[config.mk]
export PLATFORM = sky130hd
export DESIGN_NAME = pmic_rail_fault_ctrl_regs
export DESIGN_NICKNAME = d
export VERILOG_FILES = /design/src/common/rail_fault_pkg.sv /design/src/sync_two_flop.sv /design/src/fault_shutdown_gate.sv /design/src/pmic_rail_fault_ctrl_regs.sv
export VERILOG_INCLUDE_DIRS = /design/src /design/src/common
export SDC_FILE = /design/constraint.sdc
export NUM_CORES = 1
export LEC_CHECK = 0
export BUFFER_PORTS_ARGS = -buffer_cell sky130_fd_sc_hd__buf_2
export CORE_ASPECT_RATIO = 0.9
export CORE_MARGIN = 2
export CORE_UTILIZATION = 50
export CTS_CLUSTER_DIAMETER = 30
export DETAILED_ROUTE_END_ITERATION = 8
export GPL_ROUTABILITY_DRIVEN = 0
export PLACE_DENSITY_LB_ADDON = 0.12
export SETUP_SLACK_MARGIN = 0.3
export SLEW_MARGIN = 10
export SYNTH_ARGS = -nofsm -noshare
export SYNTH_HDL_FRONTEND = slang
export SYNTH_SLANG_ARGS = --single-unit
[constraint.sdc]
create_clock -name clk_in -period 1.8 [get_ports clk_in]
set_input_delay 0.09 -clock clk_in [delete_from_list [all_inputs] [get_ports clk_in]]
set_output_delay 0.09 -clock clk_in [all_outputs]
set_load 0.02 [all_outputs]
[src/common/rail_fault_params.svh]
// Register offsets, field positions and reset values of the rail fault bank.
`ifndef RAIL_FAULT_PARAMS_SVH
`define RAIL_FAULT_PARAMS_SVH

`define REG_FAULT_MASK     8'hA3
`define REG_DISCHARGE      8'hAD
`define REG_AUX_LDO        8'hAE
`define REG_RAIL_GOOD      8'hB0

`define RST_FAULT_MASK     8'h37
`define WR_MASK_FAULT      8'h7F
`define RST_DISCHARGE      8'h61
`define RST_AUX_DIS_SEL    2'h1
`define RST_AUX_KEEP_ON    1'h1
`define RST_RAIL_GOOD      8'h00

`define FM_ANALOG5V_BIT    5
`define FM_AUX_LDO_BIT     4
`define FM_TERM_BIT        3
`define FM_LSW_MSB         2
`define FM_LSW_LSB         1
`define FM_THIRD_LDO_BIT   0
`define LSW_MASKED_CODE    2'h3

`define TERM_DIS_BIT       4
`define AUX_DIS_MSB        7
`define AUX_DIS_LSB        6
`define AUX_KEEP_ON_BIT    5
`define AUX_VID_MSB        4
`define AUX_VID_LSB        1
`define AUX_EN_BIT         0

// Arbitrary neutral bus address; the real one is set per product.
`define DEV_ADDR_DEFAULT   7'h2A

`endif

[src/common/rail_fault_pkg.sv]
// Types shared by the rail fault register bank.
package rail_fault_pkg;

  typedef logic [7:0] reg_byte_t;

  typedef enum logic [3:0] {
    ST_IDLE,
    ST_ADDR,
    ST_ADDR_ACK,
    ST_PTR,
    ST_PTR_ACK,
    ST_WDATA,
    ST_WDATA_ACK,
    ST_RDATA,
    ST_RDATA_ACK
  } serial_state_t;

endpackage : rail_fault_pkg

[src/sync_two_flop.sv]
// Two-flop synchroniser for a group of independent pin levels.
`timescale 1ns/1ps
`default_nettype none

module sync_two_flop #(
  parameter int WIDTH = 1
) (
  input  wire logic             clk_in,
  input  wire logic             rst_in,
  input  wire logic [WIDTH-1:0] async_in,
  output var  logic [WIDTH-1:0] sync_out
);

  logic [WIDTH-1:0] meta_q;

  // Only the second stage reads the first; each bit is a separate level.
  always_ff @(posedge clk_in)
  begin
    if (rst_in)
    begin
      meta_q   <= '0;
      sync_out <= '0;
    end
    else
    begin
      meta_q   <= async_in;
      sync_out <= meta_q;
    end
  end

endmodule : sync_two_flop

`default_nettype wire

[src/fault_shutdown_gate.sv]
// Gates rail faults by their masks and latches the shutdown request.
`timescale 1ns/1ps
`default_nettype none

`include "rail_fault_params.svh"

module fault_shutdown_gate
  import rail_fault_pkg::*;
(
  input  wire logic                  clk_in,
  input  wire logic                  rst_in,
  input  wire rail_fault_pkg::reg_byte_t mask_in,
  input  wire logic                  analog5v_fault_in,
  input  wire logic                  aux_ldo_fault_in,
  input  wire logic                  termination_fault_in,
  input  wire logic                  load_switch_fault_in,
  input  wire logic                  third_ldo_fault_in,
  output var  logic                  shutdown_req_out
);

  logic hit_analog5v;
  logic hit_aux_ldo;
  logic hit_term;
  logic hit_lsw;
  logic hit_third;
  logic any_hit;

  assign hit_analog5v = analog5v_fault_in & ~mask_in[`FM_ANALOG5V_BIT];
  assign hit_aux_ldo  = aux_ldo_fault_in & ~mask_in[`FM_AUX_LDO_BIT];
  assign hit_term     = termination_fault_in & ~mask_in[`FM_TERM_BIT];
  // Reserved codes count as unmasked so a bad write never hides a fault.
  assign hit_lsw      = load_switch_fault_in &
                        (mask_in[`FM_LSW_MSB:`FM_LSW_LSB] !=
                         `LSW_MASKED_CODE);
  assign hit_third    = third_ldo_fault_in &
                        ~mask_in[`FM_THIRD_LDO_BIT];
  assign any_hit      = hit_analog5v | hit_aux_ldo | hit_term |
                        hit_lsw | hit_third;

  // Shutdown stays requested until the chip is reset.
  always_ff @(posedge clk_in)
  begin
    if (rst_in)
      shutdown_req_out <= 1'b0;
    else if (any_hit)
      shutdown_req_out <= 1'b1;
  end

endmodule : fault_shutdown_gate

`default_nettype wire

[src/pmic_rail_fault_ctrl_regs.sv]
// Rail fault mask, discharge, aux LDO and power-good registers on I2C.
`timescale 1ns/1ps
`default_nettype none

`include "rail_fault_params.svh"

module pmic_rail_fault_ctrl_regs
  import rail_fault_pkg::*;
#(
  parameter logic [6:0] DEV_ADDR = `DEV_ADDR_DEFAULT
) (
  input  wire logic       clk_in,
  input  wire logic       rst_in,
  input  wire logic       scl_in,
  input  wire logic       sda_in,
  output var  logic       sda_out,
  output var  logic       sda_oe_n_out,
  input  wire logic [3:0] otp_aux_ldo_voltage_code_in,
  input  wire logic       otp_aux_ldo_enable_in,
  input  wire logic       analog5v_fault_in,
  input  wire logic       aux_ldo_fault_in,
  input  wire logic       termination_fault_in,
  input  wire logic       load_switch_fault_in,
  input  wire logic       third_ldo_fault_in,
  input  wire logic       second_ldo_good_in,
  input  wire logic       stepdown_rail_six_good_in,
  input  wire logic       stepdown_rail_five_good_in,
  input  wire logic       stepdown_rail_four_good_in,
  input  wire logic       stepdown_rail_three_good_in,
  input  wire logic       stepdown_rail_two_good_in,
  input  wire logic       stepdown_rail_one_good_in,
  output var  logic       termination_discharge_out,
  output var  logic [1:0] aux_ldo_discharge_sel_out,
  output var  logic       aux_ldo_keep_on_in_emergency_out,
  output var  logic [3:0] aux_ldo_voltage_code_out,
  output var  logic       aux_ldo_enable_out,
  output var  logic       aux_ldo_run_out,
  output var  logic       shutdown_req_out
);

  //////////////////////////////////////////////////////////////////////////

  function automatic logic [3:0] reg_hit(input reg_byte_t addr);
    reg_hit = {addr == `REG_RAIL_GOOD,
               addr == `REG_AUX_LDO,
               addr == `REG_DISCHARGE,
               addr == `REG_FAULT_MASK};
  endfunction : reg_hit

  //////////////////////////////////////////////////////////////////////////

  logic [1:0]    bus_sync;
  logic [4:0]    fault_sync;
  logic [6:0]    good_sync;
  logic          scl_s;
  logic          sda_s;
  logic          scl_prev_q;
  logic          sda_prev_q;
  logic          scl_rise;
  logic          scl_fall;
  logic          start_det;
  logic          stop_det;

  serial_state_t state_q;
  serial_state_t state_d;
  logic [2:0]    bit_cnt_q;
  logic [2:0]    bit_cnt_d;
  reg_byte_t     shift_q;
  reg_byte_t     shift_d;
  reg_byte_t     tx_q;
  reg_byte_t     tx_d;
  reg_byte_t     ptr_q;
  reg_byte_t     ptr_d;
  logic          drive_q;
  logic          drive_d;
  logic          rw_q;
  logic          rw_d;
  logic          byte_done_q;
  logic          byte_done_d;
  logic          mack_q;
  logic          mack_d;
  logic          wr_stb;

  reg_byte_t     fault_mask_q;
  reg_byte_t     discharge_q;
  reg_byte_t     aux_ldo_q;
  reg_byte_t     rail_good_q;
  reg_byte_t     read_val;
  logic [3:0]    rd_hit;
  logic [3:0]    wr_hit;
  logic          aux_run_q;

  //////////////////////////////////////////////////////////////////////////

  sync_two_flop #(.WIDTH(2)) u_bus_sync (
    .clk_in   (clk_in),
    .rst_in   (rst_in),
    .async_in ({~scl_in, ~sda_in}), // Inverted so reset reads idle.
    .sync_out (bus_sync)
  );

  sync_two_flop #(.WIDTH(5)) u_fault_sync (
    .clk_in   (clk_in),
    .rst_in   (rst_in),
    .async_in ({analog5v_fault_in, aux_ldo_fault_in, termination_fault_in,
                load_switch_fault_in, third_ldo_fault_in}),
    .sync_out (fault_sync)
  );

  sync_two_flop #(.WIDTH(7)) u_good_sync (
    .clk_in   (clk_in),
    .rst_in   (rst_in),
    .async_in ({second_ldo_good_in, stepdown_rail_six_good_in,
                stepdown_rail_five_good_in, stepdown_rail_four_good_in,
                stepdown_rail_three_good_in, stepdown_rail_two_good_in,
                stepdown_rail_one_good_in}),
    .sync_out (good_sync)
  );

  fault_shutdown_gate u_gate (
    .clk_in               (clk_in),
    .rst_in               (rst_in),
    .mask_in              (fault_mask_q),
    .analog5v_fault_in    (fault_sync[4]),
    .aux_ldo_fault_in     (fault_sync[3]),
    .termination_fault_in (fault_sync[2]),
    .load_switch_fault_in (fault_sync[1]),
    .third_ldo_fault_in   (fault_sync[0]),
    .shutdown_req_out     (shutdown_req_out)
  );

  //////////////////////////////////////////////////////////////////////////

  assign scl_s     = ~bus_sync[1];
  assign sda_s     = ~bus_sync[0];
  assign scl_rise  = scl_s & ~scl_prev_q;
  assign scl_fall  = ~scl_s & scl_prev_q;
  assign start_det = scl_s & scl_prev_q & sda_prev_q & ~sda_s;
  assign stop_det  = scl_s & scl_prev_q & ~sda_prev_q & sda_s;

  assign rd_hit    = reg_hit(ptr_q);
  assign wr_hit    = wr_stb ? reg_hit(ptr_q) : 4'h0;
  // Unmapped pointers read as zero so a stray read is harmless.
  assign read_val  = ({8{rd_hit[0]}} & fault_mask_q) |
                     ({8{rd_hit[1]}} & discharge_q) |
                     ({8{rd_hit[2]}} & aux_ldo_q) |
                     ({8{rd_hit[3]}} & rail_good_q);

  // Open drain: the pin is only ever pulled low.
  assign sda_out      = 1'b0;
  assign sda_oe_n_out = ~drive_q;

  //////////////////////////////////////////////////////////////////////////

  always_comb
  begin
    state_d     = state_q;
    bit_cnt_d   = bit_cnt_q;
    shift_d     = shift_q;
    tx_d        = tx_q;
    ptr_d       = ptr_q;
    drive_d     = drive_q;
    rw_d        = rw_q;
    byte_done_d = byte_done_q;
    mack_d      = mack_q;
    wr_stb      = 1'b0;
    if (stop_det)
    begin
      state_d = ST_IDLE;
      drive_d = 1'b0;
    end
    else if (start_det)
    begin
      state_d     = ST_ADDR;
      bit_cnt_d   = 3'h0;
      byte_done_d = 1'b0;
      drive_d     = 1'b0;
    end
    else
    begin
      case (state_q)
        ST_IDLE:
          drive_d = 1'b0;
        ST_ADDR, ST_PTR, ST_WDATA:
        begin
          if (scl_rise)
          begin
            shift_d     = {shift_q[6:0], sda_s};
            bit_cnt_d   = bit_cnt_q + 3'h1;
            byte_done_d = (bit_cnt_q == 3'h7);
          end
          else if (scl_fall && byte_done_q)
          begin
            byte_done_d = 1'b0;
            bit_cnt_d   = 3'h0;
            drive_d     = 1'b1;
            if (state_q == ST_ADDR)
            begin
              if (shift_q[7:1] == DEV_ADDR)
              begin
                rw_d    = shift_q[0];
                state_d = ST_ADDR_ACK;
              end
              else
              begin
                drive_d = 1'b0;
                state_d = ST_IDLE;
              end
            end
            else if (state_q == ST_PTR)
            begin
              ptr_d   = shift_q;
              state_d = ST_PTR_ACK;
            end
            else
            begin
              wr_stb  = 1'b1;
              ptr_d   = ptr_q + 8'h01;
              state_d = ST_WDATA_ACK;
            end
          end
        end
        ST_ADDR_ACK:
        begin
          if (scl_fall)
          begin
            if (rw_q)
            begin
              tx_d      = read_val;
              drive_d   = ~read_val[7];
              ptr_d     = ptr_q + 8'h01;
              bit_cnt_d = 3'h0;
              state_d   = ST_RDATA;
            end
            else
            begin
              drive_d = 1'b0;
              state_d = ST_PTR;
            end
          end
        end
        ST_PTR_ACK, ST_WDATA_ACK:
        begin
          if (scl_fall)
          begin
            drive_d = 1'b0;
            state_d = ST_WDATA;
          end
        end
        ST_RDATA:
        begin
          if (scl_fall)
          begin
            if (bit_cnt_q == 3'h7)
            begin
              drive_d = 1'b0;
              state_d = ST_RDATA_ACK;
            end
            else
            begin
              bit_cnt_d = bit_cnt_q + 3'h1;
              tx_d      = {tx_q[6:0], 1'b0};
              drive_d   = ~tx_q[6];
            end
          end
        end
        ST_RDATA_ACK:
        begin
          if (scl_rise)
            mack_d = ~sda_s;
          else if (scl_fall)
          begin
            if (mack_q)
            begin
              tx_d      = read_val;
              drive_d   = ~read_val[7];
              ptr_d     = ptr_q + 8'h01;
              bit_cnt_d = 3'h0;
              state_d   = ST_RDATA;
            end
            else
              state_d = ST_IDLE;
          end
        end
        default:
        begin
          drive_d = 1'b0;
          state_d = ST_IDLE;
        end
      endcase
    end
  end

  always_ff @(posedge clk_in)
  begin
    if (rst_in)
    begin
      state_q     <= ST_IDLE;
      bit_cnt_q   <= 3'h0;
      shift_q     <= 8'h00;
      tx_q        <= 8'h00;
      ptr_q       <= 8'h00;
      drive_q     <= 1'b0;
      rw_q        <= 1'b0;
      byte_done_q <= 1'b0;
      mack_q      <= 1'b0;
      scl_prev_q  <= 1'b1;
      sda_prev_q  <= 1'b1;
    end
    else
    begin
      state_q     <= state_d;
      bit_cnt_q   <= bit_cnt_d;
      shift_q     <= shift_d;
      tx_q        <= tx_d;
      ptr_q       <= ptr_d;
      drive_q     <= drive_d;
      rw_q        <= rw_d;
      byte_done_q <= byte_done_d;
      mack_q      <= mack_d;
      scl_prev_q  <= scl_s;
      sda_prev_q  <= sda_s;
    end
  end

  //////////////////////////////////////////////////////////////////////////

  // Bit 7 of the mask register is kept out of the write path.
  always_ff @(posedge clk_in)
  begin
    if (rst_in)
      fault_mask_q <= `RST_FAULT_MASK;
    else if (wr_hit[0])
      fault_mask_q <= shift_q & `WR_MASK_FAULT;
  end

  always_ff @(posedge clk_in)
  begin
    if (rst_in)
      discharge_q <= `RST_DISCHARGE;
    else if (wr_hit[1])
      discharge_q <= shift_q;
  end

  // Reset takes the OTP defaults, which are static while reset is held.
  always_ff @(posedge clk_in)
  begin
    if (rst_in)
      aux_ldo_q <= {`RST_AUX_DIS_SEL, `RST_AUX_KEEP_ON,
                    otp_aux_ldo_voltage_code_in,
                    otp_aux_ldo_enable_in};
    else if (wr_hit[2])
      aux_ldo_q <= shift_q;
  end

  // No write path at all; bit 6 always reads zero.
  always_ff @(posedge clk_in)
  begin
    if (rst_in)
      rail_good_q <= `RST_RAIL_GOOD;
    else
      rail_good_q <= {good_sync[6], 1'b0, good_sync[5:0]};
  end

  // Emergency shutdown keeps the aux LDO only when kept on and enabled.
  always_ff @(posedge clk_in)
  begin
    if (rst_in)
      aux_run_q <= 1'b0;
    else
      aux_run_q <= aux_ldo_q[`AUX_EN_BIT] &
                   (~shutdown_req_out | aux_ldo_q[`AUX_KEEP_ON_BIT]);
  end

  //////////////////////////////////////////////////////////////////////////

  assign termination_discharge_out        = discharge_q[`TERM_DIS_BIT];
  assign aux_ldo_discharge_sel_out        =
    aux_ldo_q[`AUX_DIS_MSB:`AUX_DIS_LSB];
  assign aux_ldo_keep_on_in_emergency_out = aux_ldo_q[`AUX_KEEP_ON_BIT];
  assign aux_ldo_voltage_code_out         =
    aux_ldo_q[`AUX_VID_MSB:`AUX_VID_LSB];
  assign aux_ldo_enable_out               = aux_ldo_q[`AUX_EN_BIT];
  assign aux_ldo_run_out                  = aux_run_q;

endmodule : pmic_rail_fault_ctrl_regs

`default_nettype wire

==> metrics.md <==
| Metric | Value |
|---|---|
| Post-route DRC | 0 |
| Crit path time final | 1.82 ns |
| Cts bufs inserted | 9 |
| First-pass GRT wire length | 19,300 um |
| Maxcap violations | 0 |
| FF+latch count, synth | 96 |
| Initial DRC count | 285 |
| Mapped Area | 0.00446 sq mm |
| Reg area | 0.00200 sq mm |
| Pin count of the biggest net entering global routing | 32 |
| CTS tree | done |
| Leakage dissipation | 2.46 nW |
| Max transition margin | 57.2% |
| Latest clock arrival within the worst-skew pair | 0.38 ns |
| Worst IR drop on VDD | 631 uV |
| Crit start category | register |
| Area grow syn2layout | 36.8% |
| Synth Area per Inst | 8.98 sq um |
| Placed insts | 678 |
| Net Count, Synth | 524 |
| Worst slew pin tran | 0.642 ns |
| Final Hold Viols | 0 |
| PortBufs | 32 |
| Setup tns final | -0.0290 ns |
| Final ANT Viol Nets | 0 |
| Max incr delay on CP | 0.59 ns |
| Synth top area share | 40.8% |
| # diodes | 0 |
| Failing checks | negative setup slack |
| Worst path slowest cell | or4b_4 |
| Area of the multi-input gates | 0.00268 sq mm |
| Fin util | 70.9% |
| Count of cell types in the netlist | 67 |
| Vias | 4,144 |
| Area contributors post-synth | dfxtp_1 41%, nor2b_1 5.5%, mux2i_1 4.0% |
| Commonest non-fill, non-tap cell in the layout | dfxtp_1 |
| Number of flops mapped to enable cells by yosys | 5 |
| Initial core utilization | 51.8% |
| DR pass1 iterations | 5 |
| Drt via density | 5.70 |
| Critical path peak fanout | 6 |
| Flop pwr share | 42.1% |
| Vias in the first global route | 3,825 |
| CP required | 2.10 ns |
| Detail Placement HPWL | 8280 um |
| Pwr dens | 904 mW/mm^2 |
| Site Rows | 32 |
| P_int | 0.00375 W |
| Cells after Synth | 497 |
| Run status | finished with violations |
| Final worst slack | -0.0176 ns |
| Layout cells sized above 1 | 35.0% |
| Die span in y | 93.6 um |
| Final WL | 12,600 um |
| Yosys top cell by area | dfxtp_1 |
| Worst Skew | 0.0147 ns |
| Data arrival, critical path | 2.12 ns |
| Comb power frac | 29.9% |
| H-tree depth | 3 |
| Fmax | 550 MHz |
| Sw Share | 32.1% |
| Clock Power Share | 28.0% |
| CTS Buffer Depth | 2 |
| Non-Filler Instances | 727 |
| Tot Pwr | 0.00552 W |
| # nets final | 630 |
| Final number of setup-violating endpoints | 2 |
| Antenna violations before repair | 0 |
| Psw | 0.00178 W |
| Die area | 0.00970 sq mm |
| DR WL/cell | 17.3 um |
| Total gr overflow | 0 |
| Top Ports | 34 |
| CP cell instances | or4b_4 -> nor2_4 -> o2111a_2 -> buf_12 -> nor2_2 -> a311oi_2 |
| Hold_ws | 0.0214 ns |
| Clk sink count | 96 |
| Fin. max-slew vios | 0 |
| Width of the die | 104 um |
| Yosys warning count | 0 |
| Sequential-to-total area share from yosys stat | 44.2% |
| Period utilization | 101% |
| Tightest Hold Check Type | in2reg |
| RSZ-0062 raised after global routing | yes |
| Share of synthesized registers carrying an async set or reset | 0% |
| Most frequent cells in the layout | 82 x dfxtp_1, 67 x buf_4, 45 x nor2_1, 38 x nor2b_1, 32 x buf_2 |
| Critical Path Sink Type | register |
| Top_reg_cell synth | dfxtp_1 |
| Overall routing resource usage | 25.6% |
| Fillers | 631 |
| Clock root buffer | clkbuf_8 |
| WS Path Type | reg2reg |
| Area of the core | 0.00861 sq mm |
| Register clock-pin slew on the reported worst setup and hold paths | 0.11 ns |
## repair_timing
item | CTS | global route
setup endpoints to repair | 56 | 57
setup buffers | 7 | 7
endpoints found under the hold margin | 17 | 1
hold buffers | 17 | 1
pin swaps | 10 | 17
cloned | 1 | 0
gates resized for setup | 34 | 59
## logic make-up after synthesis
kind of cell    count (synthesis)  synth area share (%)
xor+xnor                        1                 0.196
buf+inv                        51                  5.24
compound gates                116                  18.4
fa+ha+maj                       6                  1.68
mux                            23                  5.30
other cells                     1                0.0840
flops                          96                  44.2
simple gates                  203                  24.9
## critical path: cells and delay by family, from the launching register on
family / cells / cell delay [ns]
flops: 1 / 0.39
simple gates: 3 / 0.77
compound gates: 2 / 0.43
buf+inv: 1 / 0.15
## registers in the layout, indices dropped and copies added (netlist names), 2 cells and up
register and flops:
bit_cnt_q 3, state_q 4, u_good_sync.meta_q 7, ptr_q 8, discharge_q 8, u_good_sync.sync_out 7, fault_mask_q 7, shift_q 8
rail_good_q 7, u_fault_sync.sync_out 5, u_fault_sync.meta_q 5, u_bus_sync.sync_out 2, u_bus_sync.meta_q 2, tx_q 7, aux_ldo_q 8
## routing by layer
| metal | vias to the layer above | part of all wire (%) | GRT usage (%) |
|---|---|---|---|
| li1 | 1976 | - | - |
| met1 | 1964 | 44 | 36.1 |
| met2 | 185 | 45 | 38.6 |
| met3 | 19 | 9.2 | 7.25 |
| met4 | 0 | 1.4 | 6.87 |
| met5 | - | 0 | 0 |
## synth_stat cells (all sizes together), types with 6 or more instances
master,instances
a22o,13
nand3,25
a22oi,9
nand2b,13
o21ai,22
inv,17
clkbuf,14
nand3b,8
mux2i,18
a211oi,7
nor2,50
nor2b,39
ha,6
dfxtp,91
nand2,34
buf,20
a21oi,28
## area by class of cell
cell class	count	share of cell area [%]
clock buffer	10	2.25
clock inverter	6	1.41
inverter	17	1.09
timing repair buffer	129	16.3
tap	119	2.44
multi-input combinational	350	43.8
sequential	96	32.7
## path summary, 6_finish.rpt
kind                                                startpoint                      end  slack [ns]  depth (start not counted)
worst max register to register                      state_q[1]                 ptr_q[1]       -0.02                          6
worst min register to register           u_good_sync.meta_q[2]  u_good_sync.sync_out[2]        0.44                          1
worst max-delay path                                state_q[1]                 ptr_q[1]       -0.02                          6
worst min-delay path            otp_aux_ldo_voltage_code_in[1]             aux_ldo_q[2]        0.02                          2
## per-stage QoR
| step | area [sq um] | setup WS [ns] |
|---|---|---|
| 2_1_floorplan | 4580 | 0.103 |
| 3_3_place_gp | 5190 | -0.00545 |
| 3_5_place_dp | 5190 | -0.0279 |
| 4_1_cts | 5770 | 0.0333 |
| 5_1_grt | 6110 | -0.0480 |
| 6_report | 6110 | -0.0176 |
## power groups by stage
| stage | clock network [W] | registers, W | logic, W |
|---|---|---|---|
| after CTS | 0.00157 | 0.00232 | 0.00132 |
| after global routing | 0.00166 | 0.00233 | 0.00175 |
| final | 0.00155 | 0.00232 | 0.00165 |
| after floorplan | 0 | 0.00233 | 0.000844 |
| after detailed placement | 0 | 0.00237 | 0.00120 |
| after global placement | 0 | 0.00236 | 0.00118 |
No activity file was read; power rests on OpenSTA's default activity.
